==> src/cof_map.vh <==
// Register map, field positions, reset values and timing for the close-onto-fault block
`ifndef COF_MAP_VH
`define COF_MAP_VH

// Clock rate and fixed arming time
`define COF_CLK_HZ          25000000
`define COF_ARM_TIME_MS     500
`define COF_MS_CYCLES       (`COF_CLK_HZ / 1000)

// Register byte offsets
`define COF_OFF_CTRL        8'h00
`define COF_OFF_DELAY       8'h04
`define COF_OFF_STATE       8'h08
`define COF_OFF_IRQ_STAT    8'h0C
`define COF_OFF_IRQ_CLR     8'h10
`define COF_OFF_IRQ_EN      8'h14

// Control register fields
`define COF_CTRL_EN_BIT     0
`define COF_CTRL_SRC_LSB    1
`define COF_CTRL_SRC_MSB    6

// Delay register field, milliseconds
`define COF_DELAY_MSB       15

// Reset values
`define COF_CTRL_RST        32'h00000000
`define COF_DELAY_RST       32'h00000032
`define COF_IRQ_EN_RST      4'h0

// Event bits in status, clear and enable registers
`define COF_EV_TRIP         0
`define COF_EV_LOCKOUT      1
`define COF_EV_ABORT        2
`define COF_EV_ARMED        3
`define COF_EV_W            4

// AXI responses
`define COF_RESP_OKAY       2'b00
`define COF_RESP_SLVERR     2'b10

`endif

==> src/cof_timer.v <==
// Millisecond down-timer with its own prescaler, used for arming and fast-trip delays
`timescale 1ns/1ps
`include "cof_map.vh"
module cof_timer #(
    parameter TICK_CYCLES = `COF_MS_CYCLES,  // Clock cycles per millisecond
    parameter LOAD_W      = 16               // Width of the millisecond count
) (
    input  wire              aclk,
    input  wire              aresetn,
    input  wire              start,          // Load and run, restarts if running
    input  wire              stop,           // Abandon without done
    input  wire [LOAD_W-1:0] load,           // Delay in milliseconds
    output reg               running_q,      // Counting
    output reg               done_q          // One-cycle pulse at expiry
);
    reg [23:0]       pre_q;                  // Prescaler toward one millisecond
    reg [LOAD_W-1:0] cnt_q;                  // Milliseconds left

    // Prescaler restarts with each start so the delay is never short
    always @(posedge aclk) begin
        if (!aresetn) begin
            pre_q     <= 24'h000000;
            cnt_q     <= {LOAD_W{1'b0}};
            running_q <= 1'b0;
            done_q    <= 1'b0;
        end else begin
            done_q <= 1'b0;
            if (stop) begin
                running_q <= 1'b0;
            end else if (start) begin
                pre_q <= 24'h000000;
                cnt_q <= load;
                // Zero delay expires on the next edge
                if (load == {LOAD_W{1'b0}}) begin
                    done_q    <= 1'b1;
                    running_q <= 1'b0;
                end else begin
                    running_q <= 1'b1;
                end
            end else if (running_q) begin
                if (pre_q == TICK_CYCLES[23:0] - 24'h000001) begin
                    pre_q <= 24'h000000;
                    cnt_q <= cnt_q - {{(LOAD_W-1){1'b0}}, 1'b1};
                    // Last millisecond gone
                    if (cnt_q == {{(LOAD_W-1){1'b0}}, 1'b1}) begin
                        done_q    <= 1'b1;
                        running_q <= 1'b0;
                    end
                end else begin
                    pre_q <= pre_q + 24'h000001;
                end
            end
        end
    end
endmodule // cof_timer

==> src/cof_top.v <==
// Close-onto-fault fast trip logic with its AXI4-Lite register slave
`timescale 1ns/1ps
`include "cof_map.vh"

module cof_top #(
    parameter MS_CYCLES = `COF_MS_CYCLES,    // Cycles per millisecond
    parameter ARM_MS    = `COF_ARM_TIME_MS   // Fixed arming time in ms
) (
    input  wire        aclk,
    input  wire        aresetn,
    // AXI4-Lite slave
    input  wire [7:0]  s_axi_awaddr,
    input  wire        s_axi_awvalid,
    output reg         s_axi_awready,
    input  wire [31:0] s_axi_wdata,
    input  wire [3:0]  s_axi_wstrb,
    input  wire        s_axi_wvalid,
    output reg         s_axi_wready,
    output reg  [1:0]  s_axi_bresp,
    output reg         s_axi_bvalid,
    input  wire        s_axi_bready,
    input  wire [7:0]  s_axi_araddr,
    input  wire        s_axi_arvalid,
    output reg         s_axi_arready,
    output reg  [31:0] s_axi_rdata,
    output reg  [1:0]  s_axi_rresp,
    output reg         s_axi_rvalid,
    input  wire        s_axi_rready,
    // Closing sources, from pins
    input  wire [5:0]  close_src,
    // Overcurrent stages and reclose sequencer, same clock
    input  wire        stage2_pickup,
    input  wire        stage3_pickup,
    input  wire        reclaim_running,
    // Outputs toward breaker, stages and sequencer, and the interrupt
    output reg         close_onto_fault_trip_q,
    output reg         stage_delay_override_q,
    output reg         autoreclose_lockout_q,
    output reg         irq_q
);
    // FSM states
    localparam ST_IDLE   = 2'd0;
    localparam ST_ARMING = 2'd1;
    localparam ST_ARMED  = 2'd2;
    localparam ST_TIMING = 2'd3;

    reg  [1:0]  state_q;                     // Function state
    reg  [1:0]  state_d;
    reg  [5:0]  src_meta_q;                  // First synchroniser stage
    reg  [5:0]  src_sync_q;                  // Second synchroniser stage
    reg  [5:0]  src_prev_q;                  // For edge detection
    reg  [31:0] ctrl_q;                      // Enable and source selection
    reg  [31:0] delay_q;                     // Fast-trip delay in ms
    reg  [3:0]  irq_stat_q;                  // Sticky events
    reg  [3:0]  irq_en_q;                    // Event enables
    reg  [3:0]  irq_clr;                     // Clear strobe this cycle
    reg  [3:0]  ev;                          // Events this cycle
    reg  [7:0]  aw_addr_q;                   // Held write address
    reg         aw_have_q;
    reg  [31:0] w_data_q;                    // Held write data
    reg  [3:0]  w_strb_q;
    reg         w_have_q;
    reg         arm_start;
    reg         fast_start;
    reg         timers_stop;
    wire        arm_running;
    wire        arm_done;
    wire        fast_running;
    wire        fast_done;
    wire        enabled;
    wire        close_seen;
    wire        pickup;

    // Byte-lane merge for register writes
    function [31:0] merge_strb;
        input [31:0] old_v;
        input [31:0] new_v;
        input [3:0]  strb;
        integer i;
        begin
            merge_strb = old_v;
            for (i = 0; i < 4; i = i + 1) begin
                if (strb[i]) begin
                    merge_strb[i*8 +: 8] = new_v[i*8 +: 8];
                end
            end
        end
    endfunction

    // Address decode shared by read and write
    function is_mapped;
        input [7:0] a;
        begin
            is_mapped = (a == `COF_OFF_CTRL) || (a == `COF_OFF_DELAY) ||
                        (a == `COF_OFF_STATE) || (a == `COF_OFF_IRQ_STAT) ||
                        (a == `COF_OFF_IRQ_CLR) || (a == `COF_OFF_IRQ_EN);
        end
    endfunction

    // Setting and input qualification
    assign enabled = ctrl_q[`COF_CTRL_EN_BIT];
    // Only newly asserted, selected sources count as a close
    assign close_seen = |(src_sync_q & ~src_prev_q
                          & ctrl_q[`COF_CTRL_SRC_MSB:`COF_CTRL_SRC_LSB]);
    assign pickup = stage2_pickup | stage3_pickup;

    // Two-flop synchroniser for the close pins
    always @(posedge aclk) begin
        if (!aresetn) begin
            src_meta_q <= 6'h00;
            src_sync_q <= 6'h00;
            src_prev_q <= 6'h00;
        end else begin
            src_meta_q <= close_src;
            src_sync_q <= src_meta_q;
            src_prev_q <= src_sync_q;
        end
    end

    // Fixed arming timer, not software adjustable
    cof_timer #(
        .TICK_CYCLES (MS_CYCLES),
        .LOAD_W      (16)
    ) u_arm_timer (
        .aclk      (aclk),
        .aresetn   (aresetn),
        .start     (arm_start),
        .stop      (timers_stop),
        .load      (ARM_MS[15:0]),
        .running_q (arm_running),
        .done_q    (arm_done)
    );

    // Fast-trip delay timer, loaded from the delay setting
    cof_timer #(
        .TICK_CYCLES (MS_CYCLES),
        .LOAD_W      (16)
    ) u_fast_trip_delay_timer (
        .aclk      (aclk),
        .aresetn   (aresetn),
        .start     (fast_start),
        .stop      (timers_stop),
        .load      (delay_q[`COF_DELAY_MSB:0]),
        .running_q (fast_running),
        .done_q    (fast_done)
    );

    // Next state, timer control and events
    always @* begin
        state_d     = state_q;
        arm_start   = 1'b0;
        fast_start  = 1'b0;
        timers_stop = 1'b0;
        ev          = 4'h0;
        case (state_q)
            ST_IDLE: begin
                if (enabled && close_seen) begin
                    arm_start = 1'b1;
                    state_d   = ST_ARMING;
                end
            end
            ST_ARMING: begin
                if (!enabled) begin
                    timers_stop = 1'b1;
                    state_d     = ST_IDLE;
                end else if (close_seen) begin
                    // A further close restarts the arming window
                    arm_start = 1'b1;
                end else if (arm_done) begin
                    ev[`COF_EV_ARMED] = 1'b1;
                    state_d           = ST_ARMED;
                end
            end
            ST_ARMED: begin
                if (!enabled) begin
                    state_d = ST_IDLE;
                end else if (close_seen) begin
                    arm_start = 1'b1;
                    state_d   = ST_ARMING;
                end else if (pickup) begin
                    fast_start = 1'b1;
                    state_d    = ST_TIMING;
                end
            end
            ST_TIMING: begin
                if (!enabled) begin
                    timers_stop = 1'b1;
                    state_d     = ST_IDLE;
                end else if (!pickup) begin
                    // Pickup gone before expiry: no trip, whole function resets
                    timers_stop      = 1'b1;
                    ev[`COF_EV_ABORT] = 1'b1;
                    state_d          = ST_IDLE;
                end else if (fast_done) begin
                    ev[`COF_EV_TRIP]    = 1'b1;
                    ev[`COF_EV_LOCKOUT] = reclaim_running;
                    state_d             = ST_IDLE;
                end
            end
            default: begin
                timers_stop = 1'b1;
                state_d     = ST_IDLE;
            end
        endcase
    end

    // State and function outputs, all cleared by reset
    always @(posedge aclk) begin
        if (!aresetn) begin
            state_q                 <= ST_IDLE;
            close_onto_fault_trip_q <= 1'b0;
            stage_delay_override_q  <= 1'b0;
            autoreclose_lockout_q   <= 1'b0;
        end else begin
            state_q                 <= state_d;
            close_onto_fault_trip_q <= ev[`COF_EV_TRIP];
            // Stage suppresses its own delay while the fast delay runs
            stage_delay_override_q  <= (state_d == ST_TIMING);
            autoreclose_lockout_q   <= ev[`COF_EV_LOCKOUT];
        end
    end

    // AXI write channel: address and data taken in either order
    always @(posedge aclk) begin
        if (!aresetn) begin
            s_axi_awready <= 1'b1;
            s_axi_wready  <= 1'b1;
            s_axi_bvalid  <= 1'b0;
            s_axi_bresp   <= `COF_RESP_OKAY;
            aw_addr_q     <= 8'h00;
            aw_have_q     <= 1'b0;
            w_data_q      <= 32'h00000000;
            w_strb_q      <= 4'h0;
            w_have_q      <= 1'b0;
            ctrl_q        <= `COF_CTRL_RST;
            delay_q       <= `COF_DELAY_RST;
            irq_en_q      <= `COF_IRQ_EN_RST;
            irq_clr       <= 4'h0;
        end else begin
            irq_clr <= 4'h0;
            if (s_axi_awvalid && s_axi_awready) begin
                aw_addr_q     <= s_axi_awaddr;
                aw_have_q     <= 1'b1;
                s_axi_awready <= 1'b0;
            end
            if (s_axi_wvalid && s_axi_wready) begin
                w_data_q     <= s_axi_wdata;
                w_strb_q     <= s_axi_wstrb;
                w_have_q     <= 1'b1;
                s_axi_wready <= 1'b0;
            end
            // Both halves present: commit and answer
            if (aw_have_q && w_have_q && !s_axi_bvalid) begin
                aw_have_q    <= 1'b0;
                w_have_q     <= 1'b0;
                s_axi_bvalid <= 1'b1;
                s_axi_bresp  <= is_mapped(aw_addr_q) ? `COF_RESP_OKAY : `COF_RESP_SLVERR;
                case (aw_addr_q)
                    `COF_OFF_CTRL:    ctrl_q   <= merge_strb(ctrl_q, w_data_q, w_strb_q);
                    `COF_OFF_DELAY:   delay_q  <= merge_strb(delay_q, w_data_q, w_strb_q);
                    `COF_OFF_IRQ_EN: begin
                        if (w_strb_q[0]) begin
                            irq_en_q <= w_data_q[3:0];
                        end
                    end
                    `COF_OFF_IRQ_CLR: begin
                        if (w_strb_q[0]) begin
                            irq_clr <= w_data_q[3:0];
                        end
                    end
                    default: begin
                        // Read-only or unmapped: nothing stored
                    end
                endcase
            end
            // Ready returns only after the answer is taken
            if (s_axi_bvalid && s_axi_bready) begin
                s_axi_bvalid  <= 1'b0;
                s_axi_awready <= 1'b1;
                s_axi_wready  <= 1'b1;
            end
        end
    end

    // AXI read channel, one read in flight
    always @(posedge aclk) begin
        if (!aresetn) begin
            s_axi_arready <= 1'b1;
            s_axi_rvalid  <= 1'b0;
            s_axi_rdata   <= 32'h00000000;
            s_axi_rresp   <= `COF_RESP_OKAY;
        end else begin
            if (s_axi_arvalid && s_axi_arready) begin
                s_axi_arready <= 1'b0;
                s_axi_rvalid  <= 1'b1;
                s_axi_rresp   <= is_mapped(s_axi_araddr) ? `COF_RESP_OKAY : `COF_RESP_SLVERR;
                case (s_axi_araddr)
                    `COF_OFF_CTRL:     s_axi_rdata <= ctrl_q;
                    `COF_OFF_DELAY:    s_axi_rdata <= delay_q;
                    `COF_OFF_STATE:    s_axi_rdata <= {26'h0000000, fast_running,
                                                       arm_running, src_sync_q[0] & 1'b0,
                                                       stage_delay_override_q, state_q};
                    `COF_OFF_IRQ_STAT: s_axi_rdata <= {28'h0000000, irq_stat_q};
                    `COF_OFF_IRQ_EN:   s_axi_rdata <= {28'h0000000, irq_en_q};
                    default:           s_axi_rdata <= 32'h00000000;
                endcase
            end
            if (s_axi_rvalid && s_axi_rready) begin
                s_axi_rvalid  <= 1'b0;
                s_axi_arready <= 1'b1;
            end
        end
    end

    // Sticky events: a new event beats a clear in the same cycle
    always @(posedge aclk) begin
        if (!aresetn) begin
            irq_stat_q <= 4'h0;
            irq_q      <= 1'b0;
        end else begin
            irq_stat_q <= (irq_stat_q & ~irq_clr) | ev;
            irq_q      <= |(((irq_stat_q & ~irq_clr) | ev) & irq_en_q);
        end
    end
endmodule // cof_top

==> config.mk <==
export PLATFORM = sky130hd
export DESIGN_NAME = cof_top
export DESIGN_NICKNAME = d
export VERILOG_FILES = /design/src/cof_timer.v /design/src/cof_top.v
export VERILOG_INCLUDE_DIRS = /design/src
export SDC_FILE = /design/constraint.sdc
export NUM_CORES = 1
export LEC_CHECK = 0
export BUFFER_PORTS_ARGS = -buffer_cell sky130_fd_sc_hd__buf_2
export CAP_MARGIN = 5
export CORE_AREA = 2 2 168 211
export DETAILED_ROUTE_END_ITERATION = 8
export DIE_AREA = 0 0 170 213
export GPL_TIMING_DRIVEN = 1
export REMOVE_ABC_BUFFERS = 1
export SLEW_MARGIN = 20
export SYNTH_ARGS = -nofsm -noshare
export SYNTH_HDL_FRONTEND = slang
export SYNTH_HIERARCHICAL = 1
export SYNTH_SLANG_ARGS = --single-unit
==> constraint.sdc <==
create_clock -name aclk -period 2.55 [get_ports aclk]
set_input_delay 0.255 -clock aclk [delete_from_list [all_inputs] [get_ports aclk]]
set_output_delay 0.255 -clock aclk [all_outputs]
set_load 0.02 [all_outputs]
Yosys cells after proc, flatten, opt, wreduce, memory -nomap -nowiden

Index checks and enable logic that the tools add are counted.

Flip-flop bits (word level): 271
Input bits: 68
Output and inout port bits: 45
Word-level logic and storage cells: 184

Add/subtract/negate cells: 4
Equality and inequality tests: 18
Multiplexer cells: 61
Bitwise logic cells: 12
Reductions and logical operators: 49

Operator list:

| operator              | count |
|---|---|
| $pmux 32 s5           | 1 |
| $mux 24               | 6 |
| $mux 16               | 6 |
| $add 24x1->24 const B | 2 |
| $eq 24x15->1 const B  | 2 |
| $reduce_and 3->1      | 11 |
| $eq 16x1->1 const B   | 2 |
| $eq 8x4->1 const B    | 4 |
| $eq 8x5->1 const B    | 4 |
| $sub 16x1->16 const B | 2 |
| $mux 1                | 29 |
| $mux 2                | 14 |
| $eq 8x3->1 const B    | 2 |
| $logic_not 16->1      | 1 |
| $logic_not 8->1       | 2 |
| $and 6x6->6           | 2 |
| $logic_or 1x1->1      | 10 |
| $reduce_or 2->1       | 5 |
| $and 4x4->4           | 2 |
| $logic_and 1x1->1     | 8 |
| $pmux 2 s4            | 1 |
| $reduce_bool 2->1     | 4 |
| $eq 2x2->1 const B    | 3 |
| $mux 3                | 2 |
| 14 further kinds      | 19 |

Longest topological paths before layout

Gate-level depths: netlist (run 1).

Depth after elaboration: 10
Depth in mapped cells: 10
Mapped depth without buffers: 9

Hierarchy

The synthesis (run 1) kept the hierarchy.

Modules (own cells, without submodules):

| module    | times used | cells an instance | area each (sq um) | sequential area each (sq um) |
|---|---|---|---|---|
| cof_top   | 1          | 822               | 7,274.5           | 3,703.6 |
| cof_timer | 2          | 271               | 2,277.2           | 840.8 |

Worst setup path after synthesis (run 1)

Ideal clock, no wire load.

Path type: register to register
Start: register state_q[1]
End: register u_arm_timer.cnt_q[9]
Library setup time: 122 ps
Data arrival time: 2,419 ps
Data required time: 2,428 ps
Path slack: 9 ps
Cell stages (with the launch flop): 11
Buffers on the path: 1
Clock period less this slack: 2,541 ps
Cell sequence: dfxtp_1 > inv_1 > ha_1 > nor2_1 > nor4b_1 > buf_2 > o21bai_2 > or4_4 > o21ai_4 > o21ai_1 > a221o_1

Cells in the longest elaborated chain, start to end: 5
Elaborated cells on any way between the ends: 12
Classes of those cells: eq/ne (3); mux (3); bitwise (1); reduce/logical (5)

Ends and longest elaborated chain:

| item                                     | RTL line       | text |
|---|---|---|
| start, declared                          | cof_top.v:47   | `reg [1:0] state_q;` |
| start signal, assigned                   | cof_top.v:215  | `state_q <= state_d;` |
| $eq 2x2->1 or $eq 2x1->1 (tied branches) | cof_top.v:155  | `case (state_q)` |
| $reduce_or 2->1 (no line)                | -              |  |
| $pmux 1 s2 (*)                           | cof_top.v:155  |  |
| net arm_start                            | cof_top.v:63   | `reg arm_start;` |
| $reduce_bool 2->1 (no line)              | -              |  |
| $reduce_and 3->1 (no line)               | -              |  |
| end signal, assigned                     | cof_timer.v:23 | `cnt_q <= {LOAD_W{1'b0}};` |
| end signal, assigned                     | cof_timer.v:32 | `cnt_q <= load;` |
| end signal, assigned                     | cof_timer.v:43 | `cnt_q <= cnt_q - {{(LOAD_W-1){1'b0}}, 1'b1};` |
| end, declared                            | cof_timer.v:17 | `reg [LOAD_W-1:0] cnt_q;` |

The timed path passes the listed nets; every way through them passes the cells marked *.
A chain may end at the register's enable or synchronous reset.

Worst setup path after layout (run 1)

Start: register ctrl_q[2]
End: register u_fast_trip_delay_timer.running_q

Cells in the longest elaborated chain, start to end: 6

Ends and longest elaborated chain:

| item                   | RTL line       | text |
|---|---|---|
| start, declared        | cof_top.v:52   | `reg [31:0] ctrl_q;` |
| start signal, assigned | cof_top.v:235  | `` ctrl_q <= `COF_CTRL_RST; `` |
| start signal, assigned | cof_top.v:259  | `` `COF_OFF_CTRL: ctrl_q <= merge_strb(ctrl_q, w_data_q, w_strb_q); `` |
| $and 6x6->6            | cof_top.v:103  | `assign close_seen = \|(src_sync_q & ~src_prev_q` |
| $reduce_or 6->1        | cof_top.v:103  |  |
| $mux 1                 | cof_top.v:177  | `end else if (close_seen) begin` |
| $mux 1                 | cof_top.v:175  | `if (!enabled) begin` |
| $mux 1                 | cof_top.v:155  |  |
| net fast_start         | cof_top.v:64   | `reg fast_start;` |
| $mux 1                 | cof_timer.v:30 | `end else if (start) begin` |
| end signal, assigned   | cof_timer.v:29 | `running_q <= 1'b0;` |
| end signal, assigned   | cof_timer.v:36 | `running_q <= 1'b0;` |
| end signal, assigned   | cof_timer.v:38 | `running_q <= 1'b1;` |
| end, declared          | cof_timer.v:13 | `output reg running_q,` |

The timed path passes the listed nets, and every way through them passes these cells.

==> metrics.md, run 1 <==
| Metric | Value |
|---|---|
| Ports | `113` |
| Clock Sinks | `269` |
| Max-slew violations | `0` |
| Type of the worst setup path | `flip-flop to flip-flop` |
| Antenna violations before repair | `1` |
| Startpoint Class | `flip-flop` |
| Worst Clk Skew | `21.4 ps` |
| Crit-path max FO | `16` |
| R2R depth | `9` |
| Pleak | `5.82 nW` |
| Die Span X | `170 um` |
| Number of global-route vias before repair | `9,922` |
| Outcome | `finished, final reports clean` |
| Synth async-reset ratio | `0%` |
| Final hold vios | `0` |
| CTS tree | `yes` |
| Diode count | `0` |
| Yosys reg bits | `269` |
| R2R setup slack | `140 ps` |
| CTS Buf Count | `28` |
| Hold crit path type | `input port to flip-flop` |
| Seq/Total Area, Yosys | `45.5%` |
| Grt total ovfl | `0` |
| H-tree levels | `1` |
| Data arrival, critical path | `2870 ps` |
| Clock Tree Buf Depth | `3` |
| VDD IR-drop max | `0.512 mV` |
| DIE HEIGHT | `213 um` |
| Drt total wl | `29.8 mm` |
| Gpl congestion | `0.826` |
| M3 GR Usage | `2.35%` |
| Hold Path Stages | `2` |
| Core Util, Final | `43.0%` |
| Worst reg2reg startpoint | `ctrl_q[2]` |
| # Max-Cap Violations | `0` |
| Pwr/cell area | `619 nW/um2` |
| Crit share post-route | `94.7%` |
| Largest net degree at the start of global routing | `174` |
| Slew headroom | `57.6%` |
| Routed len/inst | `14.7 um` |
| HP Start | `s_axi_awvalid` |
| FF/Latch Area | `5390 um2` |
| Root Buffer | `clkbuf_16` |
| Met2 Use GR | `30.2%` |
| Final min period | `2410 ps` |
| Layout cells sized above 1 | `16.2%` |
| DR vias | `10,100` |
| Synthesized cell area | `11,800 um2` |
| Fill count | `3,400` |
| Hold_ws | `42.4 ps` |
| Setup Viol. Count Final | `0` |
| Final net count | `1,649` |
| Port buffer count | `110` |
| RSZ-0062 raised after global routing | `true` |
| Crit end category | `flip-flop` |
| DRC viols | `0` |
| Initial drt markers | `380` |
| FMAX | `0.414 GHz` |
| Multi-input gate area | `6210 um2` |
| Worst reg2reg endpoint | `u_fast_trip_delay_timer/running_q` |
| M1 GR Usage | `19.9%` |
| Hold Crit Endpoint | `s_axi_awready` |
| WP data required | `3000 ps` |
| Core ar. | `34,200 um2` |
| Cells after synthesis | `1,364` |
| First-pass GRT wire length | `49.1 mm` |
| Post-synth EDFFs | `0` |
| Hpwl dp | `20.3 mm` |
| Routed vias/inst | `5.02` |
| Site row count | `76` |
| Area Overhead vs Synth | `24.6%` |
| GR Util All Layers | `16.5%` |
| Worst-Skew Late Latency | `560 ps` |
| DRT antenna net count | `0` |
| Synth cell types | `71` |
| YS warnings | `6` |
| Dominant synthesized flop cell | `dfxtp_1` |
| Pre-Repair DR Iteration Count | `5` |
| Most Used Layer, Global Route | `met2` |
| Slew @ Worst Pin | `636 ps` |
| Initial core utilization | `34.6%` |
| DIE AREA | `36,200 um2` |
| Syn Area/Cell | `8.67 um2` |
| Reg clk slew, reported paths | `70 ps` |
-- how the worst max path moves through the flow --
stage	to	cells after the start	slack (ps)	startpoint
floorplan	u_arm_timer/cnt_q[9]	9	-1350	state_q[1]
global placement	u_arm_timer/cnt_q[8]	9	50	src_prev_q[0]
detailed placement	u_arm_timer/cnt_q[7]	10	6	src_prev_q[2]
CTS	u_fast_trip_delay_timer/running_q	9	6	src_prev_q[2]
global route	u_fast_trip_delay_timer/cnt_q[7]	9	-10	ctrl_q[2]
finish	u_fast_trip_delay_timer/running_q	9	140	ctrl_q[2]
-- power by group --
part           total (W)  switching, W  internal (W)  leakage [nW]
sequential       0.00430     0.0000409       0.00426          2.18
combinational   0.000465      0.000261      0.000204          3.16
clock            0.00435       0.00175       0.00260         0.474
-- layer usage --
layer	routed length (um)	share of wire [%]	vias up
met1	12900	43	4704
met3	1230	4.1	52
met5	0	0	-
met4	673	2.3	0
met2	15000	50	186
li1	-	-	5189
-- cell families (layout without fill, tap and decap cells) --
family,after synthesis,count (layout),synth area share (%)
muxes,43,43,3.68
and+or+nand+nor,644,644,28.2
DFF,269,269,45.5
other,2,34,0.0635
xor gates and xnor gates,48,48,3.55
AOI/OAI and AO/OA,255,255,14.6
adders and majority gates,11,11,1.16
buffers and inverters,92,287,3.29
-- final cells by class --
class | count | area share, %
multi-input combinational | 1035 | 42.2
sequential | 269 | 36.6
timing repair buffer | 216 | 10.4
clock buffer | 35 | 5.35
tap | 429 | 3.64
clock inverter | 16 | 1.36
inverter | 20 | 0.510
-- through the flow --
step	total power [W]	TNS, ps	worst slack (ps)	instance area [um2]	std cells
final	0.00912	0	136	14700	2020
after detailed placement	0.00480	0	6.17	13100	1911
after floorplan	0.00457	-39560	-1350	11600	1324
after global placement	0.00479	0	54.4	13100	1911
after CTS	0.00924	0	6.45	14700	2019
after global routing	0.00944	-25.3	-14.0	14700	2020
-- placed cells by master, fill, tap and decap left out, types with 5 or more instances in the layout --
master and n:
clkinvlp_4 5, clkbuf_16 29, clkinv_2 5, nand2b_1 8
mux2i_1 39, buf_2 109, xnor2_1 14, ha_1 10
a32oi_1 9, dlygate4sd3_1 57, inv_1 19, a22oi_1 8
o211ai_1 12, a221o_1 10, nor3_1 34, nor2b_1 17
and2_1 62, or3_1 7, a21boi_0 55, o21ai_1 8
xor2_1 34, buf_4 45, o21ai_0 98, nand4b_1 8
o311ai_0 5, nand3_1 116, nor4_1 14, and3_1 9
nor2_1 86, nand3b_1 9, conb_1 34, a21oi_1 13
dfxtp_1 265, nand4_1 23, nand2_1 209
-- cell usage after synthesis (17+ instances only) --
library cell	instances	share of area, %
a21boi_0	55	3.5
and2_1	62	3.3
clkbuf_1	48	1.5
dfxtp_1	269	46
inv_1	20	0.63
mux2i_1	39	3.3
nand2_1	211	6.7
nand3_1	116	4.9
nand4_1	23	1.2
nor2_1	87	2.8
nor2b_1	17	0.90
nor3_1	35	1.5
o21ai_0	100	4.2
xor2_1	34	2.5
-- critical path: stages, from the launching register on --
cell and delay, ps:
dfxtp_1 330, nand3b_1 90, nand2_1 100, nor3_4 210, and4b_1 280, buf_6 180
or4b_2 590, nor3_1 200, nand4_1 140, and3b_1 190
-- state kept, by name, indices dropped and copies added (netlist names), 6 cells and up --
name	count
aw_addr_q	8
ctrl_q	32
delay_q	32
s_axi_rdata	32
src_meta_q	6
src_prev_q	6
src_sync_q	6
u_arm_timer/cnt_q	16
u_arm_timer/pre_q	24
u_fast_trip_delay_timer/cnt_q	16
u_fast_trip_delay_timer/pre_q	24
w_data_q	32
-- timing repair --
item / in CTS / in global routing
cloned: 0 / 0
pin swaps: 0 / 9
hold buffers: 57 / 0
gates resized for setup: 2 / 18
setup buffers: 0 / 1
endpoints found under the setup margin: 2 / 62
hold endpoints to repair: 57 / 0
No activity file was read; power rests on OpenSTA's default activity.
==> run 2: changes to the inputs <==
--- a/config.mk
+++ b/config.mk
@@ -9,6 +9,7 @@
 export BUFFER_PORTS_ARGS = -buffer_cell sky130_fd_sc_hd__buf_2
 export CAP_MARGIN = 5
 export CORE_AREA = 2 2 168 211
+export CTS_CLUSTER_SIZE = 16
 export DETAILED_ROUTE_END_ITERATION = 8
 export DIE_AREA = 0 0 170 213
 export GPL_TIMING_DRIVEN = 1
==> constraint.sdc (replaced) <==
create_clock -name aclk -period 3 [get_ports aclk]
set_input_delay 0.3 -clock aclk [delete_from_list [all_inputs] [get_ports aclk]]
set_output_delay 0.3 -clock aclk [all_outputs]
set_load 0.02 [all_outputs]
==> run 2 against run 1 <==
Effect of this change: clock skew fell by 8.2 ps; register-to-register slack better by 150 ps; critical endpoint is now u_fast_trip_delay_timer/pre_q[18]; critical path type unchanged; largest power group is now registers; highest routed layer unchanged; design area is 3.2% lower; largest cell class unchanged.
==> metrics.md, run 2 (synthesis results as in run 1) <==
| Metric | Value |
|---|---|
| Crit-path max FO | `22 (was 16)` |
| Final net count | `1,610 (was 1,649)` |
| Worst Clk Skew | `13.2 ps (was 21.4 ps)` |
| Site row count | `76 (unchanged)` |
| Die Span X | `170 um (unchanged)` |
| Most frequent cells in the layout | `269 x dfxtp_1, 211 x nand2_1, 116 x nand3_1 (was 265 x dfxtp_1, 209 x nand2_1, 116 x nand3_1)` |
| Grt total ovfl | `0 (unchanged)` |
| Antenna violations before repair | `0 (was 1)` |
| Type of the worst setup path | `flip-flop to flip-flop (unchanged)` |
| Final min period | `2720 ps (was 2410 ps)` |
| Initial drt markers | `453 (was 380)` |
| Root Buffer | `clkbuf_16 (unchanged)` |
| Data arrival, critical path | `3140 ps (was 2870 ps)` |
| Worst-Skew Late Latency | `550 ps (was 560 ps)` |
| WP data required | `3420 ps (was 3000 ps)` |
| Critical path's slowest cell | `or4_4 (was or4b_2)` |
| CTS tree | `yes (unchanged)` |
| VDD IR-drop max | `0.431 mV (was 0.512 mV)` |
| Worst setup path startpoint | `ctrl_q[6] (was ctrl_q[2])` |
| DRC viols | `0 (unchanged)` |
| Crit share post-route | `90.6% (was 94.7%)` |
| DIE AREA | `36,200 um2 (unchanged)` |
| Hold Path Stages | `3 (was 2)` |
| DIE HEIGHT | `213 um (unchanged)` |
| Outcome | `finished, final reports clean (unchanged)` |
| Clock Sinks | `269 (unchanged)` |
| Worst reg2reg endpoint | `u_fast_trip_delay_timer/pre_q[18] (was u_fast_trip_delay_timer/running_q)` |
| Port buffer count | `110 (unchanged)` |
| Routed vias/inst | `4.99 (was 5.02)` |
| Diode count | `0 (unchanged)` |
| Post-CTS setup buffers | `0 (unchanged)` |
| Drt total wl | `29.2 mm (was 29.8 mm)` |
| Gpl congestion | `0.860 (was 0.826)` |
| Max-slew violations | `0 (unchanged)` |
| FMAX | `0.368 GHz (was 0.414 GHz)` |
| Layout cells sized above 1 | `14.4% (was 16.2%)` |
| Pre-Repair DR Iteration Count | `7 (was 5)` |
| Initial core utilization | `34.6% (unchanged)` |
| DR vias | `9,862 (was 10,100)` |
| Crit-path cells | `nand3b_1 -> nand2_1 -> nor3_1 -> and4b_1 -> o21bai_2 -> or4_4 -> o21ai_4 -> buf_4 -> nor2_1 (was nand3b_1 -> nand2_1 -> nor3_4 -> and4b_1 -> buf_6 -> or4b_2 -> nor3_1 -> nand4_1 -> and3b_1)` |
| Ports | `113 (unchanged)` |
| CTS Buf Count | `27 (was 28)` |
| R2R depth | `9 (unchanged)` |
| Hold_ws | `18.7 ps (was 42.4 ps)` |
| Startpoint Class | `flip-flop (unchanged)` |
| Dpl cells | `1,895 (was 1,911)` |
| Hold crit path type | `input port to flip-flop (unchanged)` |
| Slew @ Worst Pin | `1040 ps (was 636 ps)` |
| Reg clk slew, reported paths | `60 ps (was 70 ps)` |
| Largest net degree at the start of global routing | `82 (was 174)` |
| Final hold vios | `0 (unchanged)` |
| Pleak | `5.62 nW (was 5.82 nW)` |
| Number of global-route vias before repair | `9,427 (was 9,922)` |
| Pwr/cell area | `530 nW/um2 (was 619 nW/um2)` |
| Final std cells w/o fill | `1,976 (was 2,020)` |
| DRT antenna net count | `0 (unchanged)` |
| First-pass GRT wire length | `47.9 mm (was 49.1 mm)` |
| Clock Tree Buf Depth | `3 (unchanged)` |
| GR Util All Layers | `16.1% (was 16.5%)` |
| Core ar. | `34,200 um2 (unchanged)` |
| Crit end category | `flip-flop (unchanged)` |
| Area Overhead vs Synth | `20.6% (was 24.6%)` |
| Crit-path max cell delay | `590 ps (about the same)` |
| # Max-Cap Violations | `0 (unchanged)` |
| Setup Viol. Count Final | `0 (unchanged)` |
| Hpwl dp | `20.1 mm (was 20.3 mm)` |
| R2R setup slack | `280 ps (was 140 ps)` |
| Worst setup endpoint | `u_fast_trip_delay_timer/pre_q[18] (was u_fast_trip_delay_timer/running_q)` |
| Worst reg2reg startpoint | `ctrl_q[6] (was ctrl_q[2])` |
| Routed len/inst | `14.8 um (was 14.7 um)` |
| Slew headroom | `30.9% (was 57.6%)` |
| RSZ-0062 raised after global routing | `false (was true)` |
| Commonest non-fill, non-tap cell in the layout | `dfxtp_1 (unchanged)` |
| H-tree levels | `1 (unchanged)` |
-- run 2: changes by cell type in the layout (fill, tap and decap cells not counted), moves of 3 or more --
cell / change
buf_4: -13
clkbuf_8: +6
clkinvlp_4: -5
dfxtp_1: +4
dfxtp_2: -3
dlygate4sd3_1: -21
-- run 2: stage by stage --
stage	total power, W	cell area [um2]	setup slack (ps)	util, %	TNS (ps)
after floorplan	0.00388	11600	-899	-	-19780
after global placement	0.00407	13000	372	37.9	0
after detailed placement	0.00407	13000	314	37.9	0
after CTS	0.00766	14300	295	41.7	0
after global routing	0.00783	14300	29.2	41.7	0
final	0.00756	14300	281	41.7	0
-- run 2: routing by layer --
| layer | vias to the layer above | track usage [%] | wire (um) | part of all wire (%) |
|---|---|---|---|---|
| li1 | 5090 | - | - | - |
| met5 | - | 0 | 0 | 0 |
| met1 | 4553 | 20.1 | 12800 | 44 |
| met4 | 0 | 4.66 | 676 | 2.3 |
| met3 | 41 | 2.50 | 1280 | 4.4 |
| met2 | 178 | 28.8 | 14500 | 49 |
-- run 2: timing repair --
| action | in CTS | in global routing |
|---|---|---|
| gates resized for setup | 0 | 0 |
| endpoints found under the hold margin | 36 | 0 |
| endpoints found under the setup margin | 0 | 0 |
| hold buffers | 36 | 0 |
-- run 2: worst min-delay path by stage --
| stage | start | to | slack (ps) |
|---|---|---|---|
| 2_1_floorplan | aresetn | delay_q[1] | 360 |
| 3_3_place_gp | src_sync_q[5] | src_prev_q[5] | 440 |
| 3_5_place_dp | src_meta_q[2] | src_sync_q[2] | 440 |
| 4_1_cts | s_axi_wdata[18] | w_data_q[18] | 0.2 |
| 5_1_grt | s_axi_wdata[18] | w_data_q[18] | 20 |
| 6_report | s_axi_wdata[18] | w_data_q[18] | 20 |
-- run 2: critical path: cells and delay by family (launching register included) --
| kind | cells | cell delay (ps) |
|---|---|---|
| flops | 1 | 330 |
| buf+inv | 1 | 300 |
| compound gates | 2 | 390 |
| simple gates | 6 | 1570 |
-- run 2: where the power goes --
part / switching (W) / total, W / internal [W]
clock: 0.00140 / 0.00353 / 0.00213
sequential: 0.0000352 / 0.00366 / 0.00362
combinational: 0.000216 / 0.000366 / 0.000150
-- run 2: layout make-up --
| type | count | area [um2] |
|---|---|---|
| clock buffers | 39 | 821 |
| clock inverters | 6 | 105 |
| fillers | 3433 | 20000 |
| inverters | 20 | 75.1 |
| multi-input cells | 1035 | 6180 |
| flip-flops and latches | 269 | 5390 |
| well taps | 429 | 537 |
| repair buffers | 178 | 1160 |
==> run 3: changes to the inputs <==
--- a/config.mk
+++ b/config.mk
@@ -7,12 +7,13 @@
 export NUM_CORES = 1
 export LEC_CHECK = 0
 export BUFFER_PORTS_ARGS = -buffer_cell sky130_fd_sc_hd__buf_2
-export CAP_MARGIN = 5
-export CORE_AREA = 2 2 168 211
+export CAP_MARGIN = 20
+export CORE_AREA = 2 2 141 177
 export CTS_CLUSTER_SIZE = 16
 export DETAILED_ROUTE_END_ITERATION = 8
-export DIE_AREA = 0 0 170 213
+export DIE_AREA = 0 0 143 179
 export GPL_TIMING_DRIVEN = 1
+export PLACE_DENSITY = 0.68
 export REMOVE_ABC_BUFFERS = 1
 export SLEW_MARGIN = 20
 export SYNTH_ARGS = -nofsm -noshare
==> run 3 against run 2 <==
Effect of this change: non-clock buffer count fell by 30; via count up 0.12%; largest cell class unchanged; flip-flop and latch count did not move; total power shrank 2.6%; highest routed layer unchanged; clock power fell by 5%; critical endpoint is now u_arm_timer/cnt_q[8]; cell count fell by 6.3%; hold slack got worse by 0.77 ps; sequential share of layout area is 1.2 points higher; critical path type unchanged; largest power group unchanged; global-route usage up 5.2 points.
==> metrics.md, run 3 (synthesis results as in run 1) <==
| Metric | Value |
|---|---|
| Hpwl dp | `18.7 mm (was 20.1 mm)` |
| Number of global-route vias before repair | `9,257 (was 9,427)` |
| CTS Buf Count | `28 (was 27)` |
| Port buffer count | `110 (unchanged)` |
| Crit-path max FO | `9 (was 22)` |
| Final total power | `0.00736 W (was 0.00756 W)` |
| Internal power | `0.00576 W (was 0.00591 W)` |
| Data arrival, critical path | `3140 ps (about the same)` |
| Root Buffer | `clkbuf_16 (unchanged)` |
| Area Overhead vs Synth | `17.0% (was 20.6%)` |
| Pre-Repair DR Iteration Count | `5 (was 7)` |
| Final std cells w/o fill | `1,852 (was 1,976)` |
| Final hold vios | `0 (unchanged)` |
| DIE AREA | `25,600 um2 (was 36,200 um2)` |
| Fill count | `2,222 (was 3,433)` |
| Critical path's slowest cell | `or4_4 (unchanged)` |
| DRT antenna net count | `0 (unchanged)` |
| DIE HEIGHT | `179 um (was 213 um)` |
| Initial drt markers | `412 (was 453)` |
| Crit-path cells | `inv_1 -> ha_1 -> nor2_1 -> o21ai_0 -> o21bai_2 -> or4_4 -> o21a_1 -> a221o_1 (was nand3b_1 -> nand2_1 -> nor3_1 -> and4b_1 -> o21bai_2 -> or4_4 -> o21ai_4 -> buf_4 -> nor2_1)` |
| Slew @ Worst Pin | `861 ps (was 1040 ps)` |
| DP Worst Slack | `294 ps (was 314 ps)` |
| Crit-path max cell delay | `600 ps (was 590 ps)` |
| Largest net degree at the start of global routing | `119 (was 82)` |
| Ports | `113 (unchanged)` |
| Pwr/cell area | `532 nW/um2 (was 530 nW/um2)` |
| Gate power share | `4.6% (was 4.8%)` |
| CTS tree | `yes (unchanged)` |
| Diode count | `0 (unchanged)` |
| Core ar. | `24,100 um2 (was 34,200 um2)` |
| R2R setup slack | `270 ps (was 280 ps)` |
| Pleak | `5.47 nW (was 5.62 nW)` |
| Worst Clk Skew | `11.5 ps (was 13.2 ps)` |
| Initial core utilization | `49.1% (was 34.6%)` |
| DR vias | `9,874 (was 9,862)` |
| Crit end category | `flip-flop (unchanged)` |
| Clock Sinks | `269 (unchanged)` |
| First-pass GRT wire length | `45.2 mm (was 47.9 mm)` |
| CTS resizes | `0 (unchanged)` |
| Hold crit path type | `input port to flip-flop (unchanged)` |
| RSZ-0062 raised after global routing | `false (unchanged)` |
| Sequential power share | `49.7% (was 48.4%)` |
| Commonest non-fill, non-tap cell in the layout | `dfxtp_1 (unchanged)` |
| Max-slew violations | `0 (unchanged)` |
| Grt total ovfl | `0 (unchanged)` |
| Reg clk slew, reported paths | `60 ps (about the same)` |
| Routed len/inst | `14.8 um (about the same)` |
| Worst-Skew Late Latency | `530 ps (was 550 ps)` |
| GR Util All Layers | `21.3% (was 16.1%)` |
| Site row count | `64 (was 76)` |
| Drt total wl | `27.4 mm (was 29.2 mm)` |
| Layout cells sized above 1 | `14.2% (was 14.4%)` |
| WP data required | `3410 ps (was 3420 ps)` |
| DRC viols | `0 (unchanged)` |
| Slew headroom | `42.1% (was 30.9%)` |
| Outcome | `finished, final reports clean (unchanged)` |
| Most frequent cells in the layout | `269 x dfxtp_1, 211 x nand2_1, 116 x nand3_1 (unchanged)` |
| Net Switching | `0.00161 W (was 0.00165 W)` |
| Antenna violations before repair | `0 (unchanged)` |
| Final worst slack | `275 ps (was 281 ps)` |
| Type of the worst setup path | `flip-flop to flip-flop (unchanged)` |
| Startpoint Class | `flip-flop (unchanged)` |
| H-tree levels | `1 (unchanged)` |
| VDD IR-drop max | `0.501 mV (was 0.431 mV)` |
| TNS Setup | `0 ps (unchanged)` |
| Gpl congestion | `0.858 (was 0.860)` |
| Setup Viol. Count Final | `0 (unchanged)` |
| Die Span X | `143 um (was 170 um)` |
| Dpl cells | `1,792 (was 1,895)` |
| Crit share post-route | `90.8% (was 90.6%)` |
| Final min period | `2730 ps (was 2720 ps)` |
| Clock share of power | `45.6% (was 46.7%)` |
| # Max-Cap Violations | `0 (unchanged)` |
| Routed vias/inst | `5.33 (was 4.99)` |
| FMAX | `0.367 GHz (was 0.368 GHz)` |
| Final net count | `1,581 (was 1,610)` |
| Cell Area, Placed | `12,800 um2 (was 13,000 um2)` |
| Fin area | `13,800 um2 (was 14,300 um2)` |
| Clock Tree Buf Depth | `3 (unchanged)` |
| Switching fraction of total power | `21.8% (about the same)` |
run 3: cell types whose count changed in the layout (fill, tap and decap cells not counted), sizes merged:
cell         previous run  this run
dlygate4sd3            36        10
clkbuf                 39        44
buf                   142       138
bufinv                  3         1
clkinvlp                0         2
run 3: metrics by stage:
stage / util (%) / hold WS [ps]
6_report: 57.4 / 17.9
3_3_place_gp: 53.2 / 421
5_1_grt: 57.4 / 15.6
3_5_place_dp: 53.2 / 425
4_1_cts: 57.4 / 1.09
2_1_floorplan: - / 362
run 3: critical path: cells and delay by family, from the launching register on:
kind                     cells  cell delay, ps
AND/OR/NAND/NOR              2             700
adder cells (fa/ha/maj)      1             260
flip-flops                   1             390
buffers and inverters        1             120
AO/OA/AOI/OAI                4            1130
run 3: worst paths after layout:
kind	start	to	cells after the start
max	state_q[1]	u_arm_timer/cnt_q[8]	8
min	s_axi_wdata[31]	w_data_q[31]	3
max reg2reg	state_q[1]	u_arm_timer/cnt_q[8]	8
min reg2reg	src_meta_q[5]	src_sync_q[5]	1
run 3: power by group through the flow:
| stage | sequential [W] | combinational [W] | clock [W] |
|---|---|---|---|
| floorplan | 0.00374 | 0.000147 | 0 |
| global placement | 0.00374 | 0.000328 | 0 |
| detailed placement | 0.00374 | 0.000331 | 0 |
| CTS | 0.00366 | 0.000343 | 0.00345 |
| global route | 0.00366 | 0.000379 | 0.00359 |
| finish | 0.00366 | 0.000342 | 0.00336 |
run 3: what timing repair did:
action | 4_1_cts | 5_1_grt
hold buffers | 10 | 0
hold endpoints to repair | 10 | 0
buffers inserted | 0 | 0
run 3: cell type report:
| class | count | area (um2) | share of cell area [%] |
|---|---|---|---|
| flip-flops and latches | 269 | 5390 | 38.9 |
| inverters | 20 | 75.1 | 0.543 |
| repair buffers | 148 | 880 | 6.36 |
| well taps | 330 | 413 | 2.98 |
| clock buffers | 44 | 842 | 6.09 |
| clock inverters | 6 | 60.1 | 0.434 |
| multi-input cells | 1035 | 6180 | 44.7 |
run 3: per-layer routing:
metal	wire length (um)	GRT usage, %	vias up
met2	13400	37.0	177
met5	0	0	-
met3	1240	3.66	51
met1	12100	26.9	4587
met4	677	6.52	0
li1	-	-	5059
